[src/hdl/lvd_pkg.sv]
// Package for the low-voltage detector control block: offsets, fields, reset values, timing.
// Assumes a 40 MHz system clock and a byte-wide register port.
package lvd_pkg;

  // ****************************************
  // Register offsets
  // ****************************************
  localparam logic [15:0] ADDR_PIN_DIR    = 16'hFF2C;
  localparam logic [15:0] ADDR_CTRL       = 16'hFFBE;
  localparam logic [15:0] ADDR_LEVEL      = 16'hFFBF;
  localparam logic [15:0] ADDR_IRQ_CTRL   = 16'hFFC0;
  localparam logic [15:0] ADDR_RESET_CAUSE = 16'hFFC1;

  // ****************************************
  // Field positions
  // ****************************************
  localparam int CTRL_EN_BIT   = 7;
  localparam int CTRL_SEL_BIT  = 2;
  localparam int CTRL_MODE_BIT = 1;
  localparam int CTRL_FLAG_BIT = 0;
  localparam int IRQ_REQ_BIT   = 0;
  localparam int IRQ_MASK_BIT  = 1;
  localparam int CAUSE_BIT     = 0;

  // ****************************************
  // Reset values
  // ****************************************
  localparam logic [7:0] CTRL_RESET    = 8'h00;
  localparam logic [7:0] LEVEL_RESET   = 8'h00;
  localparam logic [7:0] PIN_DIR_RESET = 8'hFF;
  localparam logic [7:0] LEVEL_MASK    = 8'h0F;
  localparam logic [7:0] PIN_DIR_FILL  = 8'hFE;

  // ****************************************
  // Timing
  // ****************************************
  localparam int CLK_HZ          = 40_000_000;
  localparam int BELOW_MIN_US    = 200;
  localparam int BELOW_MIN_CYC   = (BELOW_MIN_US * (CLK_HZ / 1_000_000));
  localparam int BELOW_CNT_W     = 14;

  // Register bus request
  typedef struct packed {
    logic [15:0] addr;
    logic [7:0]  wdata;
    logic        wr;
    logic        rd;
  } lvd_bus_req_t;

endpackage : lvd_pkg

[src/hdl/lvd_ctrl.sv]
// Low-voltage detector control: registers, comparator sampling, reset and interrupt drive.
// Assumes an analog comparator output that is asynchronous to clk_i and a reset
// controller that tells whether the current reset was caused by this detector.
// The internal reset output is meant to come back as rst_i with own_reset_i high.
// Level changes while enabled are not blocked; software keeps the level steady.
//
// Behaviour
// - Any reset other than the detector's own clears the control register.
// - Detector's own reset keeps enable, source select and mode bits.
// - Control bit 7 enables detection; bits 6 to 3 read zero.
// - Control bit 2 picks supply rail (0) or external pin (1).
// - Interrupt mode: each crossing of threshold, either direction, raises an interrupt.
// - Reset mode: internal reset held while source below threshold.
// - Flag bit 0 reads 1 below threshold; 0 otherwise or when disabled.
// - Flag rises only after source stays below threshold 200 us.
// - Interrupt mode: clearing enable while below threshold raises interrupt.
// - Level field bits 3 to 0 pick sixteen thresholds, 0 highest.
// - Level register kept over own reset, cleared by other resets.
// - External source uses fixed reference; level field has no effect.
// - Pin direction bit 0: 0 output buffer on, 1 off.
// - Every reset sets pin direction register to all ones; bits 7-1 read one.
// - Pin direction register takes bit and byte writes.
// - Detector-caused reset sets bit 0 of reset cause register.
// - Any reset sets the detector interrupt mask flag.
`timescale 1ns/1ps
`default_nettype none

module lvd_ctrl #(
  parameter int BELOW_CYC = lvd_pkg::BELOW_MIN_CYC
) (
  input  wire logic        clk_i,
  input  wire logic        rst_i,
  input  wire logic        own_reset_i,
  input  wire logic [15:0] addr_i,
  input  wire logic [7:0]  wdata_i,
  input  wire logic        wr_i,
  input  wire logic        rd_i,
  input  wire logic        cmp_supply_below_i,
  input  wire logic        cmp_pin_below_i,
  output logic [7:0]       rdata_o,
  output logic [3:0]       threshold_code_o,
  output logic             comparator_on_o,
  output logic             source_select_o,
  output logic             internal_reset_o,
  output logic             detector_interrupt_o,
  output logic             shared_pin_oe_o
);

  // ****************************************
  // Register decode
  // ****************************************
  // Bus fields gathered in one struct so decode reads from one place
  lvd_pkg::lvd_bus_req_t req;
  assign req = '{addr: addr_i, wdata: wdata_i, wr: wr_i, rd: rd_i};

  wire hit_ctrl  = (req.addr == lvd_pkg::ADDR_CTRL);
  wire hit_level = (req.addr == lvd_pkg::ADDR_LEVEL);
  wire hit_pin   = (req.addr == lvd_pkg::ADDR_PIN_DIR);
  wire hit_irq   = (req.addr == lvd_pkg::ADDR_IRQ_CTRL);
  wire hit_cause = (req.addr == lvd_pkg::ADDR_RESET_CAUSE);
  wire wr_ctrl   = req.wr && hit_ctrl;
  wire wr_level  = req.wr && hit_level;
  wire wr_pin    = req.wr && hit_pin;
  wire wr_irq    = req.wr && hit_irq;
  wire wr_cause  = req.wr && hit_cause;

  // ****************************************
  // Register state
  // ****************************************
  // Writes in the first cycle after release are dropped while state is restored
  logic       detector_enable;
  logic       source_select;
  logic       reset_or_irq_select;
  logic [3:0] level_code;
  logic       shared_pin_direction;
  logic       detector_irq_request;
  logic       detector_irq_mask;
  logic       detector_reset_cause;
  // High from reset until the first edge after release
  logic       reset_taken;

  // ****************************************
  // Comparator synchroniser
  // ****************************************
  // Three stages; a change counts once stages two and three agree
  // Both chains run all the time, so a source switch needs no restart
  // A source switch may show the old level until the new chain has settled
  logic [2:0] sync_supply;
  logic [2:0] sync_pin;
  logic       below_raw;

  always_ff @(posedge clk_i or posedge rst_i)
  begin
    if (rst_i)
    begin
      sync_supply <= 3'h0;
      sync_pin    <= 3'h0;
      below_raw   <= 1'b0;
    end
    else
    begin
      sync_supply <= {sync_supply[1:0], cmp_supply_below_i};
      sync_pin    <= {sync_pin[1:0], cmp_pin_below_i};
      if (source_select)
      begin
        if (sync_pin[1] == sync_pin[2])
          below_raw <= sync_pin[2];
      end
      else if (sync_supply[1] == sync_supply[2])
        below_raw <= sync_supply[2];
    end
  end

  // ****************************************
  // Qualification of the below state
  // ****************************************
  // Flag only rises after a sustained below state; it drops at once on recovery
  // Counter saturates at the threshold, so a long below state cannot wrap
  // Disabling clears the flag at once: a disabled detector reports no low state
  logic [lvd_pkg::BELOW_CNT_W-1:0] below_cnt;
  logic                            below_flag;
  wire  below_done = (below_cnt >= lvd_pkg::BELOW_CNT_W'(BELOW_CYC - 1));

  always_ff @(posedge clk_i or posedge rst_i)
  begin
    if (rst_i)
    begin
      below_cnt  <= '0;
      below_flag <= 1'b0;
    end
    else if (!detector_enable || !below_raw)
    begin
      below_cnt  <= '0;
      below_flag <= 1'b0;
    end
    else if (!below_done)
      below_cnt <= below_cnt + 1'b1;
    else
      below_flag <= 1'b1;
  end

  // ****************************************
  // Events
  // ****************************************
  logic flag_prev;
  // A drop forced by disabling is no crossing; the disable event reports it instead
  wire  flag_edge     = (below_flag != flag_prev) && detector_enable;
  wire  irq_mode      = !reset_or_irq_select;
  wire  next_en       = wr_ctrl ? req.wdata[lvd_pkg::CTRL_EN_BIT] : detector_enable;
  wire  disable_below = detector_enable && !next_en && below_flag;
  wire  irq_event     = irq_mode && (flag_edge || disable_below);
  wire  reset_want    = reset_or_irq_select && below_flag;

  // In reset mode the request is left alone; the reset itself reports the event
  // Previous flag starts at the flag's reset level, so no edge follows reset
  always_ff @(posedge clk_i or posedge rst_i)
  begin
    if (rst_i)
      flag_prev <= 1'b0;
    else
      flag_prev <= below_flag;
  end

  // ****************************************
  // Registers with reset-cause dependent retention
  // ****************************************
  // own_reset_i is sampled at the first edge after release; the reset itself only
  // loads constants, then the retained copies are restored or cleared.
  logic       keep_en;
  logic       keep_sel;
  logic       keep_mode;
  logic [3:0] keep_level;

  always_ff @(posedge clk_i or posedge rst_i)
  begin
    if (rst_i)
    begin
      detector_enable      <= 1'b0;
      source_select        <= 1'b0;
      reset_or_irq_select  <= 1'b0;
      level_code           <= 4'h0;
      shared_pin_direction <= 1'b1;
      detector_irq_request <= 1'b0;
      detector_irq_mask    <= 1'b1;
      reset_taken          <= 1'b1;
    end
    else if (reset_taken)
    begin
      reset_taken <= 1'b0;
      if (own_reset_i)
      begin
        detector_enable     <= keep_en;
        source_select       <= keep_sel;
        reset_or_irq_select <= keep_mode;
        level_code          <= keep_level;
      end
    end
    else
    begin
      if (wr_ctrl)
      begin
        detector_enable     <= req.wdata[lvd_pkg::CTRL_EN_BIT];
        source_select       <= req.wdata[lvd_pkg::CTRL_SEL_BIT];
        reset_or_irq_select <= req.wdata[lvd_pkg::CTRL_MODE_BIT];
      end
      if (wr_level)
        level_code <= req.wdata[3:0];
      if (wr_pin)
        shared_pin_direction <= req.wdata[0];
      // Mask is held for software only; the interrupt output is not gated by it
      if (wr_irq)
        detector_irq_mask <= req.wdata[lvd_pkg::IRQ_MASK_BIT];
      // Hardware set wins over a software clear in the same cycle
      if (irq_event)
        detector_irq_request <= 1'b1;
      else if (wr_irq && !req.wdata[lvd_pkg::IRQ_REQ_BIT])
        detector_irq_request <= 1'b0;
    end
  end

  // Retained copies: cleared only by a non-own reset, tracked in normal running
  // No asynchronous reset, so the copies ride through the detector's own reset
  // A write in the last cycle before a reset is not retained
  always_ff @(posedge clk_i)
  begin
    if (reset_taken && !own_reset_i)
    begin
      keep_en    <= 1'b0;
      keep_sel   <= 1'b0;
      keep_mode  <= 1'b0;
      keep_level <= 4'h0;
    end
    else if (!reset_taken)
    begin
      keep_en    <= detector_enable;
      keep_sel   <= source_select;
      keep_mode  <= reset_or_irq_select;
      keep_level <= level_code;
    end
  end

  // Cause bit survives only its own reset; set while the detector holds reset
  // No asynchronous reset: the cause must outlive the reset it reports
  always_ff @(posedge clk_i)
  begin
    if (reset_taken)
      detector_reset_cause <= own_reset_i && detector_reset_cause;
    else if (reset_want)
      detector_reset_cause <= 1'b1;
    else if (wr_cause && !req.wdata[lvd_pkg::CAUSE_BIT])
      detector_reset_cause <= 1'b0;
  end

  // ****************************************
  // Read data and outputs
  // ****************************************
  // Unmapped addresses read zero; reads have no side effects
  wire [7:0] ctrl_view  = {detector_enable, 4'h0, source_select,
                           reset_or_irq_select, below_flag};
  wire [7:0] level_view = {4'h0, level_code};
  wire [7:0] pin_view   = lvd_pkg::PIN_DIR_FILL | {7'h00, shared_pin_direction};
  wire [7:0] irq_view   = {6'h00, detector_irq_mask, detector_irq_request};
  wire [7:0] cause_view = {7'h00, detector_reset_cause};
  wire [7:0] rd_mux     = hit_ctrl  ? ctrl_view  :
                          hit_level ? level_view :
                          hit_pin   ? pin_view   :
                          hit_irq   ? irq_view   :
                          hit_cause ? cause_view : 8'h00;

  // Every output registered, so the analog side and reset controller see clean levels
  always_ff @(posedge clk_i or posedge rst_i)
  begin
    if (rst_i)
    begin
      rdata_o              <= 8'h00;
      threshold_code_o     <= 4'h0;
      comparator_on_o      <= 1'b0;
      source_select_o      <= 1'b0;
      internal_reset_o     <= 1'b0;
      detector_interrupt_o <= 1'b0;
      shared_pin_oe_o      <= 1'b0;
    end
    else
    begin
      rdata_o              <= req.rd ? rd_mux : 8'h00;
      threshold_code_o     <= level_code;
      comparator_on_o      <= detector_enable;
      source_select_o      <= source_select;
      internal_reset_o     <= reset_want;
      detector_interrupt_o <= irq_event;
      shared_pin_oe_o      <= !shared_pin_direction;
    end
  end

endmodule // lvd_ctrl

`default_nettype wire

[config.mk]
export PLATFORM = sky130hd
export DESIGN_NAME = lvd_ctrl
export DESIGN_NICKNAME = d
export VERILOG_FILES = /design/src/hdl/lvd_pkg.sv /design/src/hdl/lvd_ctrl.sv
export SDC_FILE = /design/constraint.sdc
export NUM_CORES = 1
export LEC_CHECK = 0
export ABC_AREA = 1
export BUFFER_PORTS_ARGS = -buffer_cell sky130_fd_sc_hd__clkbuf_2
export CORE_UTILIZATION = 60
export CTS_CLUSTER_SIZE = 16
export DETAILED_ROUTE_END_ITERATION = 10
export GPL_TIMING_DRIVEN = 0
export PLACE_DENSITY = 0.94
export SYNTH_ARGS = -nofsm -noshare
export SYNTH_HDL_FRONTEND = slang
export SYNTH_SLANG_ARGS = --single-unit
[constraint.sdc]
create_clock -name clk_i -period 4.87 [get_ports clk_i]
set_clock_uncertainty 0.15 [all_clocks]
set_input_delay 0 -clock clk_i [delete_from_list [all_inputs] [get_ports clk_i]]
set_output_delay 0 -clock clk_i [all_outputs]
set_load 0.01 [all_outputs]
==> reports/metrics.cfg, run 1 <==
[logic_synthesis]
ys_warn_count=0
post_synth.cell_area_avg_um2=8.27
ys_seq_area_share_pct=50.8
synth_area_leader_cell=dfrtp_1
netlist_top_cells_area=dfrtp_1, nand2_1, nor2_1, nand3_1, dfxtp_1
syn-cell-area_um2=2750
synth_top_area_share_pct=41.8
synth_seq_cells=57
synth_cell_types=35
synthCells=333
synthesis.nets=365

[global_route]
grt_first_pass_wirelength_um=11100
grt_pass1_vias=2559
grt_util_all_layers_pct=29.3
antenna_found_initial=0
grt_max_degree=30
overflow=0

[run]
drv_cap=0

[placed_design]
dp_cells=430
place_hpwl_um=4480
portBuffers=44
globalplace.congestion=0.910
pre_cts_ws_ns=3.08

[worst_setup_path]
worst_path_most_repeated_cell=dlygate4sd3_1
cp.required_ns=4.97
reg2reg_from=below_cnt[0]
worst-path-max-fanout=3
crit_arrival_ns=2.80
cp-startpoint=addr_i[7]
r2r_slack_ns=3.04
cp_slowest_cell=dlygate4sd3_1
crit_chain=dlygate4sd3_1 > clkbuf_2 > inv_1 > nand2_1 > dlygate4sd3_1 > nor2_1 > dlygate4sd3_1 > nand3_1 > dlygate4sd3_1 > nor2_1
crit_path_start_kind=primary input
critical-path-max-stage-delay_ns=0.57
cp-end-kind=flop
path_class=in2reg

[layout]
final_core_util_pct=78.9
fill_cells=277
drive_above_1_share_pct=23.0
seqCellArea_um2=1400
multi_input_area_um2=1160
n_antenna_cell=0
syn2layout_area_growth_pct=25.5
final_cells=465
nNetsFinal=440

[detailed_routing]
wl_per_cell_um=14.1
avgViaCountPerCell=5.51
drtAntennaViolNets=0
via_count=2562
first_pass_iters=5
drt_iter0_drc=232
drc_errors=0
routed_wirelength_um=6550

[cts]
cts_setup_buffers=0
root_buffer=clkbuf_8
cts_resized=0
cts_tree=done
cts_buffers=9
ctsHtreeMaxLevel=3
cts.sinks=57
clock_path_buffers=2
clkTransAtPathRegs_ns=0.06
clock_latency_ns=0.33

[timing]
min_period_ns=2.70
min_period_over_period_pct=55.4
setup_tns_ns=0
fin_hold_ws_ns=0.0631
timing.fmax_mhz=371
final_hold_viol_count=0
rsz0062_at_grt=no
setup_ws_ns=2.17
drv_slew=0
setup_violations=0

[floorplan]
die_w_um=69.8
die_h_um=69.8
fp.coreArea_um2=4380
start_util_pct=62.8
die_area_um2=4870
pin_count=48
rows=24

[power_and_ir_drop]
vdd_drop_max_v=0.000293
power_density_nw_per_um2=313
power_leakage_nw=1.72

[status]
outcome=complete, no violations

[worst_hold_path]
hold_class=in2async

==> synth_stat cells <==
cell and instances:
xnor2_1 2, nand2_1 85, nand3_1 29, nor3_4 1
clkinv_1 1, dfxtp_1 7, nand2_2 6, o21ai_0 18
o21ai_1 1, o21ai_2 2, dfstp_2 3, a31oi_1 2
nor2_2 5, dfrtp_1 46, nor3_1 5, nand2_4 3
conb_1 1, a21oi_1 5, nor2_1 43, a211oi_1 1
xor2_1 9, inv_1 33, o31ai_2 1, nor2_4 1
nor3_2 2, buf_6 3, buf_4 2, nand3_2 1
nand3b_1 2, ha_1 1, edfxtp_1 1, buf_2 1
o22ai_1 6, inv_2 3, mux2_4 1
==> registers in the layout, summed over array words and instances, names as in the netlist, 3 cells and up <==
name,count
below_cnt,14
rdata_o,6
keep_level,4
level_code,4
threshold_code_o,4
sync_pin,3
sync_supply,3
==> cell usage in the layout, fill, tap and decap left out, types with 6 or more instances in the layout <==
master	netlist	layout
clkbuf_2	0	44
dlygate4sd3_1	0	19
xor2_1	9	9
nand2_2	6	6
o22ai_1	6	6
o21ai_0	18	18
nand2_1	85	85
inv_1	33	32
clkbuf_8	0	12
dfrtp_1	46	46
nand3_1	29	29
nor2_1	43	43
dfxtp_1	7	7
==> report_power, final <==
group | leakage [nW] | switching [mW] | internal [mW]
Sequential | 0.706 | 0.0211 | 0.503
Clock | 0.107 | 0.177 | 0.278
Combinational | 0.904 | 0.0609 | 0.0416
==> per-stage QoR <==
stage / instance area, um2 / total power, mW
floorplan: 2750 / 0.579
global placement: 3040 / 0.613
detailed placement: 3060 / 0.623
CTS: 3460 / 1.08
global route: 3460 / 1.12
finish: 3460 / 1.08
==> final cells by class <==
cell class | count | share of cell area [%]
clock inverter | 2 | 1.01
timing repair buffer | 64 | 12.5
clock buffer | 14 | 4.99
multi-input combinational | 233 | 33.6
tap | 52 | 1.88
buffer | 6 | 1.56
inverter | 37 | 4.02
sequential | 57 | 40.5
==> metal layers <==
layer / up-vias / share of wire [%] / track usage (%) / wire, um
met3: 25 / 5.7 / 6.54 / 372
met2: 101 / 50 / 47.8 / 3250
met5: - / 0 / 0 / 0
li1: 1205 / - / - / -
met1: 1231 / 42 / 36.1 / 2750
met4: 0 / 2.7 / 16.0 / 175
==> critical path, delay by kind of cell <==
family	cells	cell delay [ns]
buf+inv	6	2.39
simple gates	4	0.39
==> what timing repair did <==
action,4_1_cts,5_1_grt
endpoints found under the hold margin,72,0
hold buffers,19,0
endpoints found under the setup margin,0,0
==> logic make-up after synthesis <==
| logic type | share of synthesized area (%) |
|---|---|
| compound gates | 7.54 |
| xor+xnor | 3.50 |
| fa+ha+maj | 0.454 |
| buf+inv | 7.00 |
| flops | 50.8 |
| mux | 0.545 |
| other cells | 0.136 |
| simple gates | 30.0 |
==> final timing paths <==
check | to | cells past startpoint
worst max-delay path | rdata_o[6] | 10
worst min-delay path | sync_supply[0] | 3
worst max register to register | below_cnt[4] | 8
worst min register to register | sync_supply[1] | 0
max in group asynchronous | shared_pin_direction | 4
min in group clk_i | rdata_o[0] | 8
Note: power is estimated with default switching activity, not from simulation.
==> inputs of run 2 (changes only) <==
CORE_UTILIZATION = 55   (was 60)
PLACE_DENSITY = 0.88   (was 0.94)
clock period = 2.5 ns   (was 4.87 ns; I/O delays follow)
==> reports/metrics.cfg, run 2 (synthesized netlist as in run 1, its figures left out) <==
[status]
outcome=complete, no violations

[floorplan]
die_w_um=72.8
rows=25
start_util_pct=57.5
die_h_um=72.8
pin_count=48
die_area_um2=5290
fp.coreArea_um2=4790

[global_route]
grt_max_degree=29
antenna_found_initial=0
grt_first_pass_wirelength_um=10500
overflow=0
grtUsageMet1_pct=33.4
grt_util_met3_pct=6.63
grt_pass1_vias=2387
met2_usage_pct=43.0
top_usage_layer=met2
grt_util_all_layers_pct=26.7

[placed_design]
place_hpwl_um=4180
portBuffers=44
globalplace.congestion=0.898
place_area_um2=3080
pre_cts_ws_ns=0.663
dp_cells=445

[cts]
cts.hold.buffers_added=23
ctsHtreeMaxLevel=3
root_buffer=clkbuf_8
cts_resized=0
cts_buffers=9
clkTransAtPathRegs_ns=0.06
cts_setup_buffers=0
clock_latency_ns=0.33
cts_tree=done
cts.sinks=57
clock_path_buffers=2

[layout]
largest_register_ff_count=14
syn2layout_area_growth_pct=29.0
max_flop_register=below_cnt
reg_top3=below_cnt x14, rdata_o x6
final_cell_mix=nand2_1, dfrtp_1, clkbuf_2, nor2_1, inv_1
final_area_um2=3550
nNetsFinal=444
n_antenna_cell=0
final_cells=484
drive_above_1_share_pct=23.0
final_common_cell=nand2_1

[power_and_ir_drop]
p_clk_share_pct=46.4
power_density_nw_per_um2=643
pwr-share-comb_pct=9.0
vdd_drop_max_v=0.000585
switching_share_pct=23.1
p_int_mw=1.76
power_leakage_nw=1.75
seqPwrFrac_pct=44.6
switchingPower_uw=527

[detailed_routing]
drt_iter0_drc=214
drc_errors=0
wl_per_cell_um=12.9
avgViaCountPerCell=5.13
first_pass_iters=4
routed_wirelength_um=6220
via_count=2482
drtAntennaViolNets=0

[run]
drv_cap=0

[timing]
timing.fmax_mhz=419
setup_violations=0
min_period_over_period_pct=95.4
drv_slew=0
final_hold_viol_count=0
min_period_ns=2.38
rsz0062_at_grt=no
setup_tns_ns=0
setup_ws_ns=0.116
fin_hold_ws_ns=0.0412

[worst_hold_path]
hold_class=in2reg

[worst_setup_path]
path_class=in2reg
crit_arrival_ns=2.51
cp_slowest_cell=dlygate4sd3_1
crit_path_start_kind=primary input
cp.required_ns=2.62
crit_chain=dlygate4sd3_1 > clkbuf_2 > inv_1 > nand2_1 > dlygate4sd3_1 > nor2_1 > nand2_1 > nor2_2 > nand2_1 > o21ai_0 > dlygate4sd3_1 > inv_1
cp-end-kind=flop
worst-path-max-fanout=3
critical-path-max-stage-delay_ns=0.57

-- run 2: power by group through the flow --
stage | Sequential, mW | Combinational [mW] | Clock [mW]
6_report | 1.02 | 0.207 | 1.06
5_1_grt | 1.02 | 0.231 | 1.11
4_1_cts | 1.02 | 0.204 | 1.07
3_5_place_dp | 1.03 | 0.176 | 0
3_3_place_gp | 1.03 | 0.165 | 0
2_1_floorplan | 1.03 | 0.0990 | 0
-- run 2: critical path, delay by kind of cell --
kind	cells	cell delay [ns]
compound gates	1	0.18
simple gates	5	0.46
buf+inv	6	1.86
-- run 2: area by class of cell --
type                            instances  area, um2
Clock buffer                           11        141
Sequential cell                        57       1400
Timing Repair Buffer                   68        470
Tap cell                               67       83.8
Clock inverter                          5        104
Fill cell                             338       1230
Buffer                                  6       53.8
Multi-Input combinational cell        233       1160
Inverter                               37        139
-- run 2: final timing paths --
path,startpoint,to,slack [ns],cells after the start
min in group asynchronous,rst_i,below_cnt[10],0.06,3
worst min register to register,sync_supply[0],sync_supply[1],0.20,0
worst max register to register,reset_taken,level_code[3],0.60,6
worst min-delay path,addr_i[12],rdata_o[6],0.04,7
worst max-delay path,addr_i[7],shared_pin_direction,0.12,12
max in group asynchronous,rst_i,shared_pin_direction,1.56,4
-- run 2: layer usage --
| layer | up-vias | routed length [um] |
|---|---|---|
| li1 | 1221 | - |
| met1 | 1172 | 2700 |
| met2 | 75 | 3050 |
| met3 | 14 | 354 |
| met4 | 0 | 126 |
| met5 | - | 0 |
-- run 2: per-stage QoR --
step           util [%]  total power [mW]
3_5_place_dp       64.3              1.21
5_1_grt            74.2              2.37
6_report           74.2              2.28
3_3_place_gp       63.9              1.20
4_1_cts            74.2              2.29
2_1_floorplan         -              1.13
==> inputs of run 3 (changes only) <==
GPL_ROUTABILITY_DRIVEN = 0   (was default)
SETUP_SLACK_MARGIN = 0.2   (was default)
==> reports/metrics.cfg, run 3 (synthesized netlist as in run 1, its figures left out) <==
[worst_setup_path]
cp-end-kind=flop
crit_arrival_ns=2.12
crit_chain=dlygate4sd3_1 > clkbuf_2 > nand2_1 > dlygate4sd3_1 > nor2_2 > nand2_1 > nor2_2 > nor2_1 > a21oi_1 > nor2_1 > nor2_1
worst_path_most_repeated_cell=nor2_1
r2r_slack_ns=0.68
path_class=in2reg
cp.required_ns=2.61
cp_slowest_cell=dlygate4sd3_1
critPathCapture=rdata_o[1]
r2r_cells=8
worst-path-max-fanout=3
cp-startpoint=addr_i[5]
critical-path-max-stage-delay_ns=0.58
crit_path_start_kind=primary input
worst_r2r_endpoint=below_cnt[6]
reg2reg_from=below_cnt[0]

[global_route]
grt_max_degree=30
grt_util_all_layers_pct=25.0
grt_pass1_vias=2292
grt_first_pass_wirelength_um=9960
overflow=0
antenna_found_initial=0

[power_and_ir_drop]
power_density_nw_per_um2=604
pwr-share-comb_pct=9.4
p_clk_share_pct=42.4
total_power_mw=2.11
power_leakage_nw=1.73
seqPwrFrac_pct=48.2
switching_share_pct=24.0
switchingPower_uw=507
p_int_mw=1.60
vdd_drop_max_v=0.000479

[cts]
cts_setup_buffers=0
cts.sinks=57
clkTransAtPathRegs_ns=0.07
root_buffer=clkbuf_8
cts_tree=done
cts_buffers=9
clock_path_buffers=2
ctsHtreeMaxLevel=3
clock_latency_ns=0.33

[detailed_routing]
drtAntennaViolNets=0
avgViaCountPerCell=5.02
drt_iter0_drc=169
routed_wirelength_um=5750
first_pass_iters=5
drc_errors=0
wl_per_cell_um=12.0
via_count=2411

[timing]
rsz0062_at_grt=no
setup_tns_ns=0
min_period_ns=2.02
setup_violations=0
final_hold_viol_count=0
timing.fmax_mhz=496
drv_slew=0
min_period_over_period_pct=80.7

[layout]
final_area_um2=3490
drive_above_1_share_pct=24.2
syn2layout_area_growth_pct=26.9
final_cell_mix=nand2_1, dfrtp_1, clkbuf_2, nor2_1, inv_1
reg_top3=below_cnt x14, rdata_o x6
n_antenna_cell=0
max_flop_register=below_cnt
largest_register_ff_count=14
nNetsFinal=440
final_common_cell=nand2_1

[floorplan]
die_area_um2=5290
rows=25
pin_count=48
start_util_pct=57.5
fp.coreArea_um2=4790
die_h_um=72.8
die_w_um=72.8

[status]
outcome=complete, no violations

[placed_design]
place_hpwl_um=4110
portBuffers=44
place_area_um2=3080

[worst_hold_path]
hold_class=in2reg

[run]
drv_cap=0

[run 3: stage by stage]
step           hold slack (ns)  utilization [%]  instances  worst slack (ns)
5_1_grt                 0.0723             73.0        480             0.416
4_1_cts                 0.0131             72.8        480             0.227
2_1_floorplan           -0.119                -        333             0.872
3_5_place_dp            -0.136             64.3        445             0.705
3_3_place_gp           -0.0417             63.9        444             0.610
6_report                0.0376             73.0        480             0.483
[run 3: cell type report]
| cell class | count | area [um2] |
|---|---|---|
| timing repair buffer | 64 | 433 |
| sequential | 57 | 1400 |
| clock inverter | 4 | 48.8 |
| buffer | 6 | 53.8 |
| clock buffer | 12 | 165 |
| tap | 67 | 83.8 |
| fill | 343 | 1290 |
| multi-input combinational | 233 | 1170 |
| inverter | 37 | 139 |
[run 3: worst min-delay path by stage]
stage / start / cells past startpoint / end / slack, ns
5_1_grt: addr_i[14] / 7 / rdata_o[6] / 0.07
4_1_cts: addr_i[13] / 7 / rdata_o[6] / 0.01
2_1_floorplan: cmp_pin_below_i / 0 / sync_pin[0] / -0.12
3_3_place_gp: cmp_pin_below_i / 1 / sync_pin[0] / -0.04
6_report: addr_i[14] / 7 / rdata_o[6] / 0.04
3_5_place_dp: rst_i / 2 / comparator_on_o / -0.14
[run 3: routing by layer]
metal	wire length, um	part of all wire, %	vias to the layer above	track usage, %
met1	2560	44	1113	32.1
met5	0	0	-	0
li1	-	-	1215	-
met4	89	1.5	0	12.0
met3	318	5.5	9	5.25
met2	2790	48	74	40.4
[run 3: power groups by stage]
stage | sequential [mW] | combinational, mW | clock, mW
after global routing | 1.02 | 0.225 | 0.955
after CTS | 1.02 | 0.198 | 0.908
after floorplan | 1.03 | 0.0990 | 0
after detailed placement | 1.03 | 0.176 | 0
final | 1.02 | 0.199 | 0.895
after global placement | 1.03 | 0.165 | 0
[run 3: timing repair]
item / CTS / global route
hold buffers: 19 / 0
hold endpoints to repair: 72 / 0
resized for setup: 0 / 4
endpoints found under the setup margin: 0 / 1
[run 3: worst max-delay path, delay by kind of cell]
family	cells	cell delay, ns
buffers and inverters	3	1.25
and+or+nand+nor	7	0.72
AOI/OAI and AO/OA	1	0.13
